===== src/gp_port_cfg.svh =====
// Purpose: offsets, field positions, reset values and widths of the port block
// Assumes: 32-bit register port with byte addresses on an 8-bit address
// Notes:   definitions only
`ifndef GP_PORT_CFG_SVH
`define GP_PORT_CFG_SVH

`define GP_AW            8
`define GP_DW            32
`define GP_PINS          16
`define GP_HALF          8
`define GP_IRQ_W         2

// register byte offsets
`define OFF_CTRL         8'h00
`define OFF_DIR          8'h04
`define OFF_LATCH        8'h08
`define OFF_PIN          8'h0c
`define OFF_LATCH_SET    8'h10
`define OFF_LATCH_CLR    8'h14
`define OFF_VECTOR       8'h18
`define OFF_IRQ_STATUS   8'h1c
`define OFF_IRQ_MASK     8'h20

// control register fields
`define CTRL_DMA_BIT     0
`define CTRL_SER_BIT     1
`define CTRL_CMB_BIT     2
`define CTRL_IEN_BIT     3
`define CTRL_W           4

// interrupt status fields
`define IRQ_VEC_BIT      0
`define IRQ_OVR_BIT      1

// vector layout: tag in 31:16, upper byte 15:8, lower byte 7:0
`define VEC_TAG          16'h0a5c
`define VEC_ZERO_BYTE    8'h00

// lower half alternate pin positions used by ack combining
`define ACK_TX_A         0
`define ACK_RX_A         1
`define ACK_TX_B         2
`define ACK_RX_B         3

// reset values
`define RST_CTRL         4'h0
`define RST_HALF         16'h0000
`define RST_WORD         32'h0000_0000
`define RST_IRQ          2'h0

`endif


===== src/gp_port_pkg.sv =====
// Purpose: shared types of the port block
// Assumes: constants come from gp_port_cfg.svh
// Notes:   nothing here is imported; users write gp_port_pkg::name
package gp_port_pkg;

    // alternate function selection and interrupt enable
    typedef struct packed {
        logic port_interrupt_enable;
        logic combine_ack_pins;
        logic serial_control_pins_select;
        logic dma_pins_select;
    } ctrl_s;

    // dma acknowledge strobes from the local bus dma logic, active high
    typedef struct packed {
        logic rx_b;
        logic tx_b;
        logic rx_a;
        logic tx_a;
    } dma_ack_s;

    // register port request
    typedef struct packed {
        logic [7:0]  addr;
        logic [31:0] wdata;
        logic        wr;
        logic        rd;
    } bus_req_s;

endpackage


===== src/gp_irq_unit.sv =====
// Purpose: sticky interrupt status, mask and level interrupt output
// Assumes: events are one-cycle pulses on clk_sys
// Notes:   a set in the clearing cycle wins over the clear
`timescale 1ns/1ps
`default_nettype none
`include "gp_port_cfg.svh"
module gp_irq_unit (
    input  wire logic                 clk_sys,
    input  wire logic                 rst_n,
    input  wire logic [`GP_IRQ_W-1:0] event_set,
    input  wire logic                 clr_wr,
    input  wire logic [`GP_IRQ_W-1:0] clr_data,
    input  wire logic                 mask_wr,
    input  wire logic [`GP_IRQ_W-1:0] mask_data,
    output logic      [`GP_IRQ_W-1:0] status,
    output logic      [`GP_IRQ_W-1:0] mask,
    output logic                      irq
);

    // write one to clear, new events always land
    always_ff @(posedge clk_sys) begin
        if (!rst_n) begin
            status <= `RST_IRQ;
        end else if (clr_wr) begin
            status <= (status & ~clr_data) | event_set;
        end else begin
            status <= status | event_set;
        end
    end

    // mask bit high lets the status bit through
    always_ff @(posedge clk_sys) begin
        if (!rst_n) begin
            mask <= `RST_IRQ;
        end else if (mask_wr) begin
            mask <= mask_data;
        end
    end

    // level output, registered so it is glitch free
    always_ff @(posedge clk_sys) begin
        if (!rst_n) begin
            irq <= 1'b0;
        end else begin
            irq <= |(status & mask);
        end
    end

endmodule
`default_nettype wire


===== src/gp_port.sv =====
// Purpose: 16-line general purpose port with two switchable alternate halves
// Assumes: pins and the peripheral interrupt line are asynchronous to clk_sys
// Notes:   pad drivers sit outside; gp_oe high means this block drives the pin
`timescale 1ns/1ps
`default_nettype none
`include "gp_port_cfg.svh"
module gp_port (
    input  wire logic                       clk_sys,
    input  wire logic                       rst_n,
    // register port
    input  wire gp_port_pkg::bus_req_s      bus_req,
    output logic      [`GP_DW-1:0]          rdata,
    // pins
    input  wire logic [`GP_PINS-1:0]        gp_in,
    output logic      [`GP_PINS-1:0]        gp_out,
    output logic      [`GP_PINS-1:0]        gp_oe,
    // peripheral interrupt line on the port, active high
    input  wire logic                       peri_irq,
    // dma alternate function, lower half
    input  wire gp_port_pkg::dma_ack_s      dma_ack,
    input  wire logic [`GP_HALF-1:0]        dma_alt_out,
    output logic      [`GP_HALF-1:0]        dma_alt_in,
    // serial control alternate function, upper half
    input  wire logic [`GP_HALF-1:0]        serial_alt_out,
    output logic      [`GP_HALF-1:0]        serial_alt_in,
    // mode indications for the alternate function blocks
    output logic                            dma_mode,
    output logic                            serial_mode,
    // interrupt
    output logic                            irq
);

    gp_port_pkg::ctrl_s          ctrl;
    logic [`GP_PINS-1:0]         pin_direction_register;
    logic [`GP_PINS-1:0]         pin_output_latch_register;
    logic [`GP_PINS-1:0]         pin_level;
    logic                        peri_irq_s;
    logic                        peri_irq_q;
    logic [`GP_DW-1:0]           port_interrupt_vector;
    logic [`GP_PINS-1:0]         alt_sel;
    logic [`GP_PINS-1:0]         alt_data;
    logic [`GP_HALF-1:0]         dma_data;
    logic [`GP_PINS-1:0]         alt_in_all;
    logic [`GP_PINS-1:0]         readback;
    logic [`GP_PINS-1:0]         next_latch;
    logic                        latch_wr;
    logic                        vec_event;
    logic [`GP_IRQ_W-1:0]        irq_events;
    logic [`GP_IRQ_W-1:0]        irq_status;
    logic [`GP_IRQ_W-1:0]        irq_mask;
    logic [`GP_DW-1:0]           next_rdata;
    logic [`GP_HALF-1:0]         upper_byte_vector;
    logic [`GP_HALF-1:0]         lower_byte_vector;
    logic                        wr_ctrl;
    logic                        wr_dir;
    logic                        wr_latch;
    logic                        wr_set;
    logic                        wr_clr;
    logic                        wr_stat;
    logic                        wr_mask;

    // value a read returns: latch for outputs, sampled pin for inputs
    function automatic logic [`GP_PINS-1:0] line_value(
        input logic [`GP_PINS-1:0] dir,
        input logic [`GP_PINS-1:0] latch,
        input logic [`GP_PINS-1:0] pins
    );
        line_value = (dir & latch) | (~dir & pins);
    endfunction

    // pin levels and the interrupt line pass two flops; second stage is the input latch
    gp_sync #(
        .WIDTH (`GP_PINS + 1)
    ) u_sync (
        .clk_sys  (clk_sys),
        .rst_n    (rst_n),
        .async_in ({peri_irq, gp_in}),
        .sync_out ({peri_irq_s, pin_level})
    );

    // write decode, one strobe per register
    always_comb begin
        wr_ctrl  = 1'b0;
        wr_dir   = 1'b0;
        wr_latch = 1'b0;
        wr_set   = 1'b0;
        wr_clr   = 1'b0;
        wr_stat  = 1'b0;
        wr_mask  = 1'b0;
        if (bus_req.wr) begin
            if (bus_req.addr == `OFF_CTRL) begin
                wr_ctrl = 1'b1;
            end else if (bus_req.addr == `OFF_DIR) begin
                wr_dir = 1'b1;
            end else if (bus_req.addr == `OFF_LATCH) begin
                wr_latch = 1'b1;
            end else if (bus_req.addr == `OFF_LATCH_SET) begin
                wr_set = 1'b1;
            end else if (bus_req.addr == `OFF_LATCH_CLR) begin
                wr_clr = 1'b1;
            end else if (bus_req.addr == `OFF_IRQ_STATUS) begin
                wr_stat = 1'b1;
            end else if (bus_req.addr == `OFF_IRQ_MASK) begin
                wr_mask = 1'b1;
            end
        end
    end

    // control: half selects, ack combining and interrupt enable
    always_ff @(posedge clk_sys) begin
        if (!rst_n) begin
            ctrl <= `RST_CTRL;
        end else if (wr_ctrl) begin
            ctrl.dma_pins_select            <= bus_req.wdata[`CTRL_DMA_BIT];
            ctrl.serial_control_pins_select <= bus_req.wdata[`CTRL_SER_BIT];
            ctrl.combine_ack_pins           <= bus_req.wdata[`CTRL_CMB_BIT];
            ctrl.port_interrupt_enable      <= bus_req.wdata[`CTRL_IEN_BIT];
        end
    end

    // direction, one bit per line, all inputs after reset
    always_ff @(posedge clk_sys) begin
        if (!rst_n) begin
            pin_direction_register <= `RST_HALF;
        end else if (wr_dir) begin
            pin_direction_register <= bus_req.wdata[`GP_PINS-1:0];
        end
    end

    // readback seen by software and by the atomic set and clear writes
    assign readback = line_value(pin_direction_register,
                                 pin_output_latch_register,
                                 pin_level);

    // latch updates; set and clear modify the read value, so input lines pick up the pin
    always_comb begin
        next_latch = pin_output_latch_register;
        latch_wr   = 1'b0;
        if (wr_latch) begin
            next_latch = bus_req.wdata[`GP_PINS-1:0];
            latch_wr   = 1'b1;
        end else if (wr_set) begin
            next_latch = readback | bus_req.wdata[`GP_PINS-1:0];
            latch_wr   = 1'b1;
        end else if (wr_clr) begin
            next_latch = readback & ~bus_req.wdata[`GP_PINS-1:0];
            latch_wr   = 1'b1;
        end
    end

    // output latch register
    always_ff @(posedge clk_sys) begin
        if (!rst_n) begin
            pin_output_latch_register <= `RST_HALF;
        end else if (latch_wr) begin
            pin_output_latch_register <= next_latch;
        end
    end

    // lower half alternate data; combining frees the rx ack pins for plain use
    always_comb begin
        dma_data = dma_alt_out;
        dma_data[`ACK_TX_A] = dma_ack.tx_a;
        dma_data[`ACK_RX_A] = dma_ack.rx_a;
        dma_data[`ACK_TX_B] = dma_ack.tx_b;
        dma_data[`ACK_RX_B] = dma_ack.rx_b;
        if (ctrl.combine_ack_pins) begin
            dma_data[`ACK_TX_A] = dma_ack.tx_a | dma_ack.rx_a;
            dma_data[`ACK_TX_B] = dma_ack.tx_b | dma_ack.rx_b;
            dma_data[`ACK_RX_A] = 1'b1;
            dma_data[`ACK_RX_B] = 1'b1;
        end
    end

    // per-line alternate select; the combined rx pins fall back to the latch alone
    always_comb begin
        alt_sel = {{`GP_HALF{ctrl.serial_control_pins_select}},
                   {`GP_HALF{ctrl.dma_pins_select}}};
        if (ctrl.dma_pins_select && ctrl.combine_ack_pins) begin
            alt_sel[`ACK_RX_A] = 1'b0;
            alt_sel[`ACK_RX_B] = 1'b0;
        end
    end

    assign alt_data = {serial_alt_out, dma_data};

    // per-line pad logic
    genvar i;
    generate
        for (i = 0; i < `GP_PINS; i++) begin : g_line
            // push-pull when output, released when input; alternate gated by latch
            always_ff @(posedge clk_sys) begin
                if (!rst_n) begin
                    gp_oe[i]  <= 1'b0;
                    gp_out[i] <= 1'b0;
                end else begin
                    gp_oe[i]  <= pin_direction_register[i];
                    if (alt_sel[i]) begin
                        gp_out[i] <= alt_data[i] & pin_output_latch_register[i];
                    end else begin
                        gp_out[i] <= pin_output_latch_register[i];
                    end
                end
            end
            // alternate input sees the latch when the line drives itself
            assign alt_in_all[i] = pin_direction_register[i] ?
                                   pin_output_latch_register[i] :
                                   pin_level[i];
        end
    endgenerate

    // alternate inputs reach their function only while the half is selected
    assign dma_alt_in    = ctrl.dma_pins_select ?
                           alt_in_all[`GP_HALF-1:0] : `VEC_ZERO_BYTE;
    assign serial_alt_in = ctrl.serial_control_pins_select ?
                           alt_in_all[`GP_PINS-1:`GP_HALF] : `VEC_ZERO_BYTE;
    assign dma_mode      = ctrl.dma_pins_select;
    assign serial_mode   = ctrl.serial_control_pins_select;

    // vector bytes; a half given to an alternate function reports zero
    assign upper_byte_vector = ctrl.serial_control_pins_select ?
                               `VEC_ZERO_BYTE : pin_level[`GP_PINS-1:`GP_HALF];
    assign lower_byte_vector = ctrl.dma_pins_select ?
                               `VEC_ZERO_BYTE : pin_level[`GP_HALF-1:0];

    // edge detector on the synchronised peripheral interrupt line
    always_ff @(posedge clk_sys) begin
        if (!rst_n) begin
            peri_irq_q <= 1'b0;
        end else begin
            peri_irq_q <= peri_irq_s;
        end
    end

    // rising edges while disabled are dropped, not queued
    assign vec_event = peri_irq_s & ~peri_irq_q & ctrl.port_interrupt_enable;

    // vector register, tag value is arbitrary
    always_ff @(posedge clk_sys) begin
        if (!rst_n) begin
            port_interrupt_vector <= `RST_WORD;
        end else if (vec_event) begin
            port_interrupt_vector <= {`VEC_TAG, upper_byte_vector,
                                      lower_byte_vector};
        end
    end

    // a new vector while the previous one is still flagged counts as overrun
    always_comb begin
        irq_events = `RST_IRQ;
        irq_events[`IRQ_VEC_BIT] = vec_event;
        irq_events[`IRQ_OVR_BIT] = vec_event & irq_status[`IRQ_VEC_BIT];
    end

    gp_irq_unit u_irq (
        .clk_sys   (clk_sys),
        .rst_n     (rst_n),
        .event_set (irq_events),
        .clr_wr    (wr_stat),
        .clr_data  (bus_req.wdata[`GP_IRQ_W-1:0]),
        .mask_wr   (wr_mask),
        .mask_data (bus_req.wdata[`GP_IRQ_W-1:0]),
        .status    (irq_status),
        .mask      (irq_mask),
        .irq       (irq)
    );

    // read mux; unmapped addresses and write-only slots read zero
    always_comb begin
        next_rdata = `RST_WORD;
        if (bus_req.addr == `OFF_CTRL) begin
            next_rdata[`CTRL_W-1:0] = ctrl;
        end else if (bus_req.addr == `OFF_DIR) begin
            next_rdata[`GP_PINS-1:0] = pin_direction_register;
        end else if (bus_req.addr == `OFF_LATCH) begin
            next_rdata[`GP_PINS-1:0] = readback;
        end else if (bus_req.addr == `OFF_PIN) begin
            next_rdata[`GP_PINS-1:0] = pin_level;
        end else if (bus_req.addr == `OFF_VECTOR) begin
            next_rdata = port_interrupt_vector;
        end else if (bus_req.addr == `OFF_IRQ_STATUS) begin
            next_rdata[`GP_IRQ_W-1:0] = irq_status;
        end else if (bus_req.addr == `OFF_IRQ_MASK) begin
            next_rdata[`GP_IRQ_W-1:0] = irq_mask;
        end
    end

    // read data stands only in the cycle after the strobe, zero otherwise
    always_ff @(posedge clk_sys) begin
        if (!rst_n) begin
            rdata <= `RST_WORD;
        end else if (bus_req.rd) begin
            rdata <= next_rdata;
        end else begin
            rdata <= `RST_WORD;
        end
    end

endmodule
`default_nettype wire


===== src/gp_sync.sv =====
// Purpose: two flip-flop synchroniser for pin levels
// Assumes: inputs are asynchronous to clk_sys
// Notes:   the first stage feeds only the second stage
`timescale 1ns/1ps
`default_nettype none
module gp_sync #(
    parameter int WIDTH = 17
) (
    input  wire logic             clk_sys,
    input  wire logic             rst_n,
    input  wire logic [WIDTH-1:0] async_in,
    output logic      [WIDTH-1:0] sync_out
);

    logic [WIDTH-1:0] meta;

    // first stage, read by the second stage only
    always_ff @(posedge clk_sys) begin
        if (!rst_n) begin
            meta <= '0;
        end else begin
            meta <= async_in;
        end
    end

    // second stage is the input latch seen by the logic
    always_ff @(posedge clk_sys) begin
        if (!rst_n) begin
            sync_out <= '0;
        end else begin
            sync_out <= meta;
        end
    end

endmodule
`default_nettype wire

===== config.mk =====
export PLATFORM = sky130hd
export DESIGN_NAME = gp_port
export DESIGN_NICKNAME = d
export VERILOG_FILES = /design/src/gp_port_pkg.sv /design/src/gp_irq_unit.sv /design/src/gp_port.sv /design/src/gp_sync.sv
export VERILOG_INCLUDE_DIRS = /design/src /design/src/src
export SDC_FILE = /design/constraint.sdc
export NUM_CORES = 1
export LEC_CHECK = 0
export BUFFER_PORTS_ARGS = -buffer_cell sky130_fd_sc_hd__buf_2
export CAP_MARGIN = 15
export CELL_PAD_IN_SITES_DETAIL_PLACEMENT = 0
export CELL_PAD_IN_SITES_GLOBAL_PLACEMENT = 1
export CORE_ASPECT_RATIO = 1.25
export CORE_UTILIZATION = 40
export CTS_BUF_LIST = sky130_fd_sc_hd__clkbuf_8
export DETAILED_ROUTE_END_ITERATION = 8
export GPL_TIMING_DRIVEN = 0
export PLACE_DENSITY = 0.8
export SYNTH_ARGS = -nofsm -noshare
export SYNTH_HDL_FRONTEND = slang
export SYNTH_SLANG_ARGS = --single-unit

===== constraint.sdc =====
create_clock -name clk_sys -period 7.2 [get_ports clk_sys]
set_clock_uncertainty 0.2 [all_clocks]
set_input_delay 1.8 -clock clk_sys [delete_from_list [all_inputs] [get_ports clk_sys]]
set_output_delay 1.8 -clock clk_sys [all_outputs]
set_load 0.005 [all_outputs]

# == Yosys cells after proc, flatten, opt, wreduce, memory -nomap -nowiden ==
# Cells that the tools add are included.
# classes
n_bitwise,37
n_reduce_logical,8
n_mux,88
eq_ne,8
# ops
op,count
16-bit two-way mux,6
1-bit two-way mux,71
16-bit bitwise AND,3
"8-bit by 5-bit equality test with 1-bit output, second input constant",4
8-bit two-way mux,4
16-bit NOT,2
16-bit OR,2
1-bit bitwise AND,19
"8-bit by 4-bit equality test with 1-bit output, second input constant",2
14-bit two-way mux,1
"8-bit by 3-bit equality test with 1-bit output, second input constant",1
"8-bit by 6-bit equality test with 1-bit output, second input constant",1
8-bit zero test,1
2-bit two-way mux,4
4-bit two-way mux,2
7-bit OR reduction,1
2-bit bitwise AND,2
1-bit NOT,4
2-bit OR,2
2-bit AND reduction,2
3-bit nonzero test,1
3-bit OR reduction,1
2-bit NOT,1
1-bit OR,2
2 further kinds,2
# word_totals
wordCells,189
regBits,142
out_inout_bits,83

# == Longest topological paths before layout ==
# Gate-level depths: netlist of the first run.
# logic_depth
ltp_word,11
ltp_mapped,7
mapped_depth_nobuf,4

# == Hierarchy ==
# Synthesis of the first run repeated with hierarchy kept, for this count alone.
# unflattened
hier_cells,653
area_unflattened_um2,6065.8
# modules_own_cells
mod,cells_each,area_per_inst_um2,instances
gp_port,565,4938.5,1
gp_sync,71,950.9,1
gp_irq_unit,17,176.4,1

# == Worst setup path before layout of the first run ==
# No wires, ideal clock.
# synth_timing
kind,input -> register
from,in bus_req[34] (netlist name)
to,reg pin_output_latch_register[0]
setup_time_ns,0.115
t_arrival_ns,3.232
path_slack_ns,3.653
required_ns,6.885
cell_stages,6
cell_sequence,buf_2 or4b_4 or2_0 buf_2 a221o_1 and3_1
# synth_via
elab_chain_len,11
elab_cells_between_ends,27
cone_classes,eq/ne (4); mux (20); reduce/logical (3)
# synth_lines
element,line_no,text
from (decl),gp_port.sv:11,"input wire gp_port_pkg::bus_req_s bus_req,"
8-bit by 5-bit equality test with 1-bit output (no line),n/a,
1-bit two-way mux,gp_port.sv:99,end else if (bus_req.addr == `OFF_LATCH_CLR) begin
1-bit two-way mux,gp_port.sv:97,end else if (bus_req.addr == `OFF_LATCH_SET) begin
1-bit two-way mux,gp_port.sv:95,end else if (bus_req.addr == `OFF_LATCH) begin
1-bit two-way mux,gp_port.sv:93,end else if (bus_req.addr == `OFF_DIR) begin
1-bit two-way mux,gp_port.sv:91,if (bus_req.addr == `OFF_CTRL) begin
1-bit two-way mux,gp_port.sv:90,if (bus_req.wr) begin
1-bit two-way mux,gp_port.sv:145,end else if (wr_clr) begin
1-bit two-way mux,gp_port.sv:142,end else if (wr_set) begin
1-bit two-way mux,gp_port.sv:139,if (wr_latch) begin
2-bit AND reduction (no line),n/a,
to (signal assigned),gp_port.sv:154,pin_output_latch_register <= `RST_HALF;
to (signal assigned),gp_port.sv:156,pin_output_latch_register <= next_latch;
to (decl),gp_port.sv:35,logic [`GP_PINS-1:0] pin_output_latch_register;
# Several ways; a longest one is shown, not always the timed one.
# A chain may end at the register's enable or synchronous reset.

# == Worst setup path after layout of the first run ==
# layout_timing
from,reg ctrl (netlist bit serial_mode)
to,out serial_alt_in[5]
# layout_via
elab_chain_len,1
# layout_lines
element,line_no,text
from (decl),gp_port.sv:33,gp_port_pkg::ctrl_s ctrl;
from (signal assigned),gp_port.sv:112,ctrl <= `RST_CTRL;
8-bit two-way mux (no line),n/a,
to (decl),gp_port.sv:25,"output logic [`GP_HALF-1:0] serial_alt_in,"
# Every way passes these cells.

==> results of run 1 <==
-- per-layer routing --
layer	vias up	global-route usage	share of wire
li1	2610	-	-
met1	2421	0.2975	0.43
met2	244	0.3995	0.48
met3	26	0.05096	0.072
met4	0	0.08421	0.018
met5	-	0	0
-- how the worst max path moves through the flow --
stage	from	to	slack, ns
after floorplan	bus_req[34]	pin_output_latch_register[0]	3.65
after global placement	bus_req[39]	pin_output_latch_register[15]	2.97
after detailed placement	bus_req[39]	pin_output_latch_register[10]	2.98
after CTS	dma_mode	dma_alt_in[4]	2.89
after global routing	dma_mode	dma_alt_in[5]	2.75
final	serial_mode	serial_alt_in[5]	2.96
-- through the flow --
stage | instance area, µm² | hold WS (ns) | cells | worst slack [ns] | util
floorplan | 6088 | 0.2119 | 681 | 3.653 | -
CTS | 7351 | 0.2395 | 1020 | 2.886 | 0.5038
detailed placement | 6957 | 0.2208 | 988 | 2.980 | 0.4768
global route | 7351 | 0.2475 | 1020 | 2.752 | 0.5038
global placement | 6957 | 0.2151 | 988 | 2.972 | 0.4768
finish | 7351 | 0.2320 | 1020 | 2.959 | 0.5038
-- cells in the mapped netlist (all sizes together) (2+ instances only) --
master / instances / area, µm²
dfxtp: 142 / 2843
nand2: 63 / 236.5
and2: 52 / 325.3
a21oi: 46 / 230.2
nor2b: 45 / 281.5
clkbuf: 39 / 147.6
o21ai: 34 / 170.2
a21boi: 27 / 202.7
nor3b: 27 / 202.7
buf: 25 / 173.9
mux2i: 24 / 240.2
nor3: 22 / 110.1
inv: 17 / 63.81
nand2b: 17 / 106.4
a22oi: 14 / 105.1
a22o: 11 / 96.34
and3: 9 / 56.30
a221o: 8 / 80.08
nand3: 8 / 40.04
nor4b: 4 / 41.29
nand4: 3 / 18.77
o211a: 3 / 30.03
o211ai: 3 / 22.52
or4b: 3 / 33.78
a2111oi: 2 / 17.52
a31oi: 2 / 12.51
nand3b: 2 / 15.01
nor2: 2 / 7.510
nor4: 2 / 18.77
or2: 2 / 12.52
-- registers in the layout, indices dropped and copies added (netlist names) --
| register | cells |
|---|---|
| gp_oe | 16 |
| ctrl | 2 |
| u_sync.meta | 17 |
| peri_irq_q | 1 |
| gp_out | 16 |
| u_irq.mask | 2 |
| u_sync.sync_out | 17 |
| serial_mode | 1 |
| u_irq.status | 2 |
| port_interrupt_vector | 17 |
| rdata | 17 |
| dma_mode | 1 |
| u_irq.irq | 1 |
| pin_direction_register | 16 |
| pin_output_latch_register | 16 |
-- area by class of cell --
type | instances | area [µm²]
Fill cell | 1419 | 7241
Multi-Input combinational cell | 458 | 2860
Sequential cell | 142 | 2843
Timing Repair Buffer | 129 | 645.6
Buffer | 64 | 321.6
Clock buffer | 18 | 247.7
Tap cell | 178 | 222.7
Clock inverter | 14 | 146.4
Inverter | 17 | 63.81
-- kinds of logic (layout without fill, tap and decap cells) --
| group | after synthesis | in the layout | share of synthesized area |
|---|---|---|---|
| AND/OR/NAND/NOR | 268 | 268 | 0.2585 |
| flip-flops | 142 | 142 | 0.4695 |
| other | 1 | 10 | 0.0006194 |
| buffers and inverters | 81 | 242 | 0.06365 |
| multiplexers | 24 | 24 | 0.03968 |
| XOR/XNOR | 2 | 2 | 0.002894 |
| AO/OA/AOI/OAI | 154 | 154 | 0.1651 |
-- power by group --
part	switching [W]	total, W	internal, W
clock network	0.000311	0.000626	0.000316
registers	0.00000610	0.000801	0.000795
logic	0.0000591	0.0000988	0.0000398
-- worst max-delay path, stage by stage (launching register included) --
cell and delay [ns]:
dfxtp_1 0.34, clkbuf_1 0.33, clkbuf_1 0.43, clkbuf_1 0.39, nor2b_1 0.18, buf_2 0.12
==> impl_metrics.toml, run 1 <==
[yosys]
syn_area_mm2 = 0.006055
ys_dominant_reg_cell = "dfxtp_1"
netlist_instances = 672
synth_enable_flop_cells = 0
avgSynthCellArea_um2 = 9.010
synth-warning-count = 0
synth_seq_cells = 142
synth_cell_types = 55
async_flop_share = 0
ys_seq_area_frac = 0.4695

[floorplanning]
fp.dieH_um = 139.6
die_x_um = 112.0
dieArea_mm2 = 0.01564
core_mm2 = 0.01459
fp-row-count = 49
io_pins = 164
start_util = 0.4149

[cts]
htreeDepth = 4
cts.sinks = 142
post-cts-setup-buffer-count = 0
cts.hold.buffers_added = 0
cts_max_path_buffers = 2
cts_root_buffer = "clkbuf_8"
tritoncts = "built"
cts_made_buffers = 17
clk_pin_slew_ns = 0.08
cts_resized = 0
clk-insertion-delay-late_ns = 0.45

[sta]
relSlewSlack = 0.1444
rsz0062_at_grt = "false"
fin_tns_setup_ns = 0
max_freq_ghz = 0.2358
worstMarginPinSlew_ns = 1.266
setup_violations = 0
final_hold_viol_count = 0
period_minus_slack_ns = 4.241
period_share = 0.5891
report.final.slew_viol_count = 0

[place]
portBuffers = 129
gp_congestion = 0.9335
dp_hpwl_um = 13890

[setup_path]
rr_endpoint = "rdata[15]"
cp-start-kind = "flip-flop"
required_ns = 5.20
critPathKind = "reg -> out"
crit_arrival_ns = 2.24
r2r_start = "pin_output_latch_register[15]"
worst_setup_path_end_kind = "primary output"
rrSetupSlack_ns = 5.24
path_max_fanout = 10
r2r_cells = 4

[detailed_routing]
routed_via_density = 5.197
wl_per_cell_um = 17.56
drtAntennaViolNets = 0
drtIter0Drc = 418
drtPass1Iterations = 7
drcViolationCount = 12
finalWirelength_um = 17920
num_vias = 5301

[global_routing]
antenna_found_initial = 0
overflow = 0
grt_pass1_wl_um = 28040
grt_use_total = 0.2369
grt_max_degree = 17
grt_pass1_vias = 5099

[hold_path]
whs_endpoint = "u_sync.sync_out[6]"
whs_path_depth = 1
hold_path_class = "reg -> reg"
hp-start = "u_sync.meta[6]"

[finish]
final_cell_mix = "142 x dfxtp_1, 136 x buf_2, 63 x nand2_1, 52 x and2_1, 46 x a21oi_1"
drive_gt1_frac = 0.2257
final_common_cell = "dfxtp_1"
synthToLayoutAreaGrowth_pct = 21.41
num-nets-final = 910
num_antenna_cells = 0

[run_status]
violations = "DRC"
status = "finished with violations"

[power]
vdd_drop_max_mv = 0.1323
p_total_w = 0.001526
p_leak_nw = 3.060
p_per_area_mw_per_mm2 = 207.6

[run]
cap_violations = 0
No activity file was read; power rests on OpenSTA's default activity.
==> run 2: changes to the inputs <==
--- a/config.mk
+++ b/config.mk
@@ -11,11 +11,11 @@
 export CELL_PAD_IN_SITES_DETAIL_PLACEMENT = 0
 export CELL_PAD_IN_SITES_GLOBAL_PLACEMENT = 1
 export CORE_ASPECT_RATIO = 1.25
-export CORE_UTILIZATION = 40
+export CORE_UTILIZATION = 36
 export CTS_BUF_LIST = sky130_fd_sc_hd__clkbuf_8
 export DETAILED_ROUTE_END_ITERATION = 8
 export GPL_TIMING_DRIVEN = 0
-export PLACE_DENSITY = 0.8
+export PLACE_DENSITY = 0.75
 export SYNTH_ARGS = -nofsm -noshare
 export SYNTH_HDL_FRONTEND = slang
 export SYNTH_SLANG_ARGS = --single-unit
==> constraint.sdc (replaced) <==
create_clock -name clk_sys -period 3.4 [get_ports clk_sys]
set_clock_uncertainty 0.2 [all_clocks]
set_input_delay 0.85 -clock clk_sys [delete_from_list [all_inputs] [get_ports clk_sys]]
set_output_delay 0.85 -clock clk_sys [all_outputs]
set_load 0.005 [all_outputs]
==> run 2 against run 1 <==
  * The run now ends clean
  * Final cell count grew 3.7%
  * Core utilization shrank 4.9 points
  * Clock power grew 120%
  * Sequential cell count is the same
  * Final area grew 0.97%
  * Highest routed layer unchanged
  * Worst setup slack lost 2.7 ns
  * Non-clock buffer count is the same
  * Sequential power grew 110%
==> impl_metrics.toml, run 2 (same netlist as run 1, synthesis figures left out) <==
[place]
dp_hpwl_um = 14250
placed_cells = 1026
portBuffers = 129
place_area_mm2 = 0.007004
gp_congestion = 0.8847

[setup_path]
critPathKind = "reg -> out"
required_ns = 2.35
worst_setup_path_end_kind = "primary output"
r2r_cells = 4
path_max_fanout = 10
crit_arrival_ns = 2.12
cp-start-kind = "flip-flop"

[hold_path]
whs_path_depth = 1
hold_path_class = "reg -> reg"

[finish]
final_cell_mix = "142 x dfxtp_1, 136 x buf_2, 63 x nand2_1, 52 x and2_1, 46 x a21oi_1"
final_area_mm2 = 0.007422
final_common_cell = "dfxtp_1"
num_antenna_cells = 0
fin_util = 0.4545
num-nets-final = 910
drive_gt1_frac = 0.2280
synthToLayoutAreaGrowth_pct = 22.59
stdcell_count = 1058

[detailed_routing]
routed_via_density = 4.950
num_vias = 5237
drtIter0Drc = 298
drcViolationCount = 0
finalWirelength_um = 18480
drtPass1Iterations = 5
wl_per_cell_um = 17.46
drtAntennaViolNets = 0

[cts]
htreeDepth = 4
cts_root_buffer = "clkbuf_8"
clk-insertion-delay-late_ns = 0.45
post-cts-setup-buffer-count = 0
cts_max_path_buffers = 2
cts.sinks = 142
clk_pin_slew_ns = 0.08
tritoncts = "built"
cts_made_buffers = 17

[run]
cap_violations = 0

[sta]
worstMarginPinSlew_ns = 1.189
relSlewSlack = 0.1965
fin_tns_setup_ns = 0
rsz0062_at_grt = "false"
report.final.slew_viol_count = 0
max_freq_ghz = 0.3159
setup_violations = 0
period_minus_slack_ns = 3.166
final_hold_viol_count = 0
period_share = 0.9312

[floorplanning]
die_x_um = 118.0
start_util = 0.3707
dieArea_mm2 = 0.01734
fp.dieH_um = 147.0
io_pins = 164
core_mm2 = 0.01633
fp-row-count = 52

[global_routing]
antenna_found_initial = 0
grt_pass1_vias = 5179
grt_pass1_wl_um = 29100
overflow = 0
grt_use_total = 0.2206
grt_max_degree = 17

[power]
p_per_area_mw_per_mm2 = 445.4
p_leak_nw = 3.078
p_total_w = 0.003306
vdd_drop_max_mv = 0.2436

[run_status]
status = "finished clean"
[run 2: layout make-up]
type,count,area [µm²]
Fill cell,1664,8909
Multi-Input combinational cell,458,2860
Timing Repair Buffer,129,645.6
Tap cell,216,270.3
Clock buffer,18,247.7
Sequential cell,142,2843
Clock inverter,14,167.7
Buffer,64,324.1
Inverter,17,63.81
[run 2: power by group]
group / internal [W] / total [W] / switching (W)
sequential: 0.00168 / 0.00170 / 0.0000126
combinational: 0.0000842 / 0.000209 / 0.000125
clock: 0.000745 / 0.00140 / 0.000657
[run 2: metrics by stage]
stage	worst slack, ns	hold slack, ns
global placement	0.1059	0.2157
global route	0.06992	0.2436
finish	0.2340	0.2288
detailed placement	0.1005	0.2177
CTS	0.02258	0.2318
floorplan	0.8027	0.2119
[run 2: repair_timing]
item                                    CTS  global route
gates cloned                              0             0
hold buffers                              0             0
endpoints found under the setup margin    3             2
resized for setup                         1             2
[run 2: worst max-delay path, cell delays in order, from the launching register on]
cell and delay [ns]:
dfxtp_1 0.59, clkbuf_2 0.39, clkbuf_1 0.39, nor2b_1 0.19
buf_2 0.12
[run 2: final timing paths]
kind | startpoint | endpoint | slack [ns]
setup / recovery | dma_mode | dma_alt_in[5] | 0.23
hold / removal | u_sync.meta[12] | u_sync.sync_out[12] | 0.23
setup reg to reg | pin_output_latch_register[15] | rdata[15] | 1.47
hold reg to reg | u_sync.meta[12] | u_sync.sync_out[12] | 0.23
[run 2: per-layer routing]
| metal | track usage | share of wire | up-vias |
|---|---|---|---|
| met3 | 0.04503 | 0.052 | 28 |
| met4 | 0.09615 | 0.022 | 0 |
| met5 | 0 | 0 | - |
| met1 | 0.2762 | 0.45 | 2409 |
| li1 | - | - | 2608 |
| met2 | 0.3662 | 0.48 | 192 |
==> run 3: changes to the inputs <==
--- a/config.mk
+++ b/config.mk
@@ -15,6 +15,7 @@
 export CTS_BUF_LIST = sky130_fd_sc_hd__clkbuf_8
 export DETAILED_ROUTE_END_ITERATION = 8
 export GPL_TIMING_DRIVEN = 0
+export MAX_ROUTING_LAYER = met4
 export PLACE_DENSITY = 0.75
 export SYNTH_ARGS = -nofsm -noshare
 export SYNTH_HDL_FRONTEND = slang
==> run 3 against run 2 <==
  * Via count down 0.27%
  * Sequential cell count unchanged
  * Global-route usage up 0.69 points
  * Fmax down 0.84%
  * Core utilization down 0.17 points
  * Count of clock-buffer cells in the layout down 1
  * Non-clock buffer count up 1
  * Critical path type unchanged
  * Critical endpoint is now serial_alt_in[6]
==> impl_metrics.toml, run 3 (same netlist as run 1, synthesis figures left out) <==
[global_routing]
overflow = 0
grt_max_degree = 17
grt_use_total = 0.2275
grt_pass1_vias = 5113
grt_pass1_wl_um = 29080
antenna_found_initial = 0

[floorplanning]
core_mm2 = 0.01633
io_pins = 164
fp.dieH_um = 147.0
start_util = 0.3707
die_x_um = 118.0
fp-row-count = 52
dieArea_mm2 = 0.01734

[sta]
period_share = 0.9390
rsz0062_at_grt = "false"
period_minus_slack_ns = 3.193
final_hold_viol_count = 0
max_freq_ghz = 0.3132
timing.hold.ws_ns = 0.2330
finalWorstSetupSlack_ns = 0.2073
relSlewSlack = 0.2935
worstMarginPinSlew_ns = 1.057
setup_violations = 0
report.final.slew_viol_count = 0

[finish]
num_antenna_cells = 0
final_cell_mix = "142 x dfxtp_1, 136 x buf_2, 63 x nand2_1, 52 x and2_1, 46 x a21oi_1"
num-nets-final = 911
drive_gt1_frac = 0.2278
final_common_cell = "dfxtp_1"
final_area_mm2 = 0.007395
synthToLayoutAreaGrowth_pct = 22.13

[hold_path]
hold_path_class = "reg -> reg"
whs_endpoint = "u_sync.sync_out[11]"
hp-start = "u_sync.meta[11]"
whs_path_depth = 1

[detailed_routing]
routed_via_density = 4.932
drtPass1Iterations = 4
finalWirelength_um = 18530
drcViolationCount = 0
wl_per_cell_um = 17.50
drtIter0Drc = 346
num_vias = 5223
drtAntennaViolNets = 0

[setup_path]
rr_endpoint = "rdata[15]"
critPathBufInv = 4
crit_top_cell = "clkbuf_1"
r2r_start = "pin_direction_register[15]"
r2r_cells = 3
max_stage_delay_ns = 0.36
crit_family = "buffers and inverters"
cp_slowest_cell = "dfxtp_1"
path_max_fanout = 10
cp-start-kind = "flip-flop"
required_ns = 2.35
crit_arrival_ns = 2.14
path_cells = "clkbuf_1, clkbuf_2, clkbuf_1, nor2b_1, buf_2"
rrSetupSlack_ns = 1.43
worst_setup_path_end_kind = "primary output"
critPathKind = "reg -> out"

[place]
dp_hpwl_um = 14420
place_worst_setup_slack_ns = -0.0008313
place_area_mm2 = 0.007004
portBuffers = 129
gp_congestion = 0.9057

[cts]
tritoncts = "built"
cts.sinks = 142
cts_max_path_buffers = 2
clk-insertion-delay-late_ns = 0.46
clk_pin_slew_ns = 0.08
cts_made_buffers = 17
post-cts-setup-buffer-count = 0
cts_root_buffer = "clkbuf_8"
htreeDepth = 4

[run]
cap_violations = 0

[power]
p_leak_nw = 3.066
p_total_w = 0.003220
vdd_drop_max_mv = 0.2756
p_per_area_mw_per_mm2 = 435.5

[run_status]
status = "finished clean"
==> run 3: cell type report <==
type                    instances  area, µm²
multi-input cells             458       2860
plain buffers                  64      324.1
inverters                      17      63.81
fillers                      1604       8936
repair buffers                130      650.6
clock buffers                  17      234.0
well taps                     216      270.3
flip-flops and latches        142       2843
clock inverters                15      148.9
==> run 3: timing repair <==
action | in CTS | in global routing
endpoints found under the setup margin | 1 | 2
hold buffers | 0 | 0
resized for setup | 1 | 2
endpoints found under the hold margin | 0 | 0
==> run 3: stage by stage <==
stage | cells | setup TNS [ns] | utilization
finish | 1059 | 0 | 0.4528
global route | 1059 | 0 | 0.4528
CTS | 1058 | 0 | 0.4524
detailed placement | 1026 | -0.0008313 | 0.4289
global placement | 1026 | 0 | 0.4289
floorplan | 681 | 0 | -
==> run 3: per-layer routing <==
layer / global-route usage / vias to the layer above / part of all wire
met1: 0.2791 / 2390 / 0.45
met4: 0.09679 / 0 / 0.023
li1: - / 2606 / -
met5: - / - / 0
met3: 0.03882 / 29 / 0.054
met2: 0.3679 / 198 / 0.47
==> run 3: how the worst max path moves through the flow <==
stage / from / end / slack, ns / cells past startpoint
2_1_floorplan: bus_req[34] / pin_output_latch_register[0] / 0.80 / 6
3_3_place_gp: bus_req[39] / pin_output_latch_register[15] / 0.09 / 6
3_5_place_dp: bus_req[39] / pin_output_latch_register[10] / -0.0008 / 6
4_1_cts: serial_mode / serial_alt_in[5] / 0.03 / 5
5_1_grt: serial_mode / serial_alt_in[5] / 0.05 / 5
6_report: serial_mode / serial_alt_in[6] / 0.21 / 5
==> run 3: report_power, final <==
group | leakage, nW | switching [W] | internal (W)
Sequential | 1.15 | 0.0000129 | 0.00168
Combinational | 1.73 | 0.000126 | 0.0000843
Clock | 0.189 | 0.000667 | 0.000648
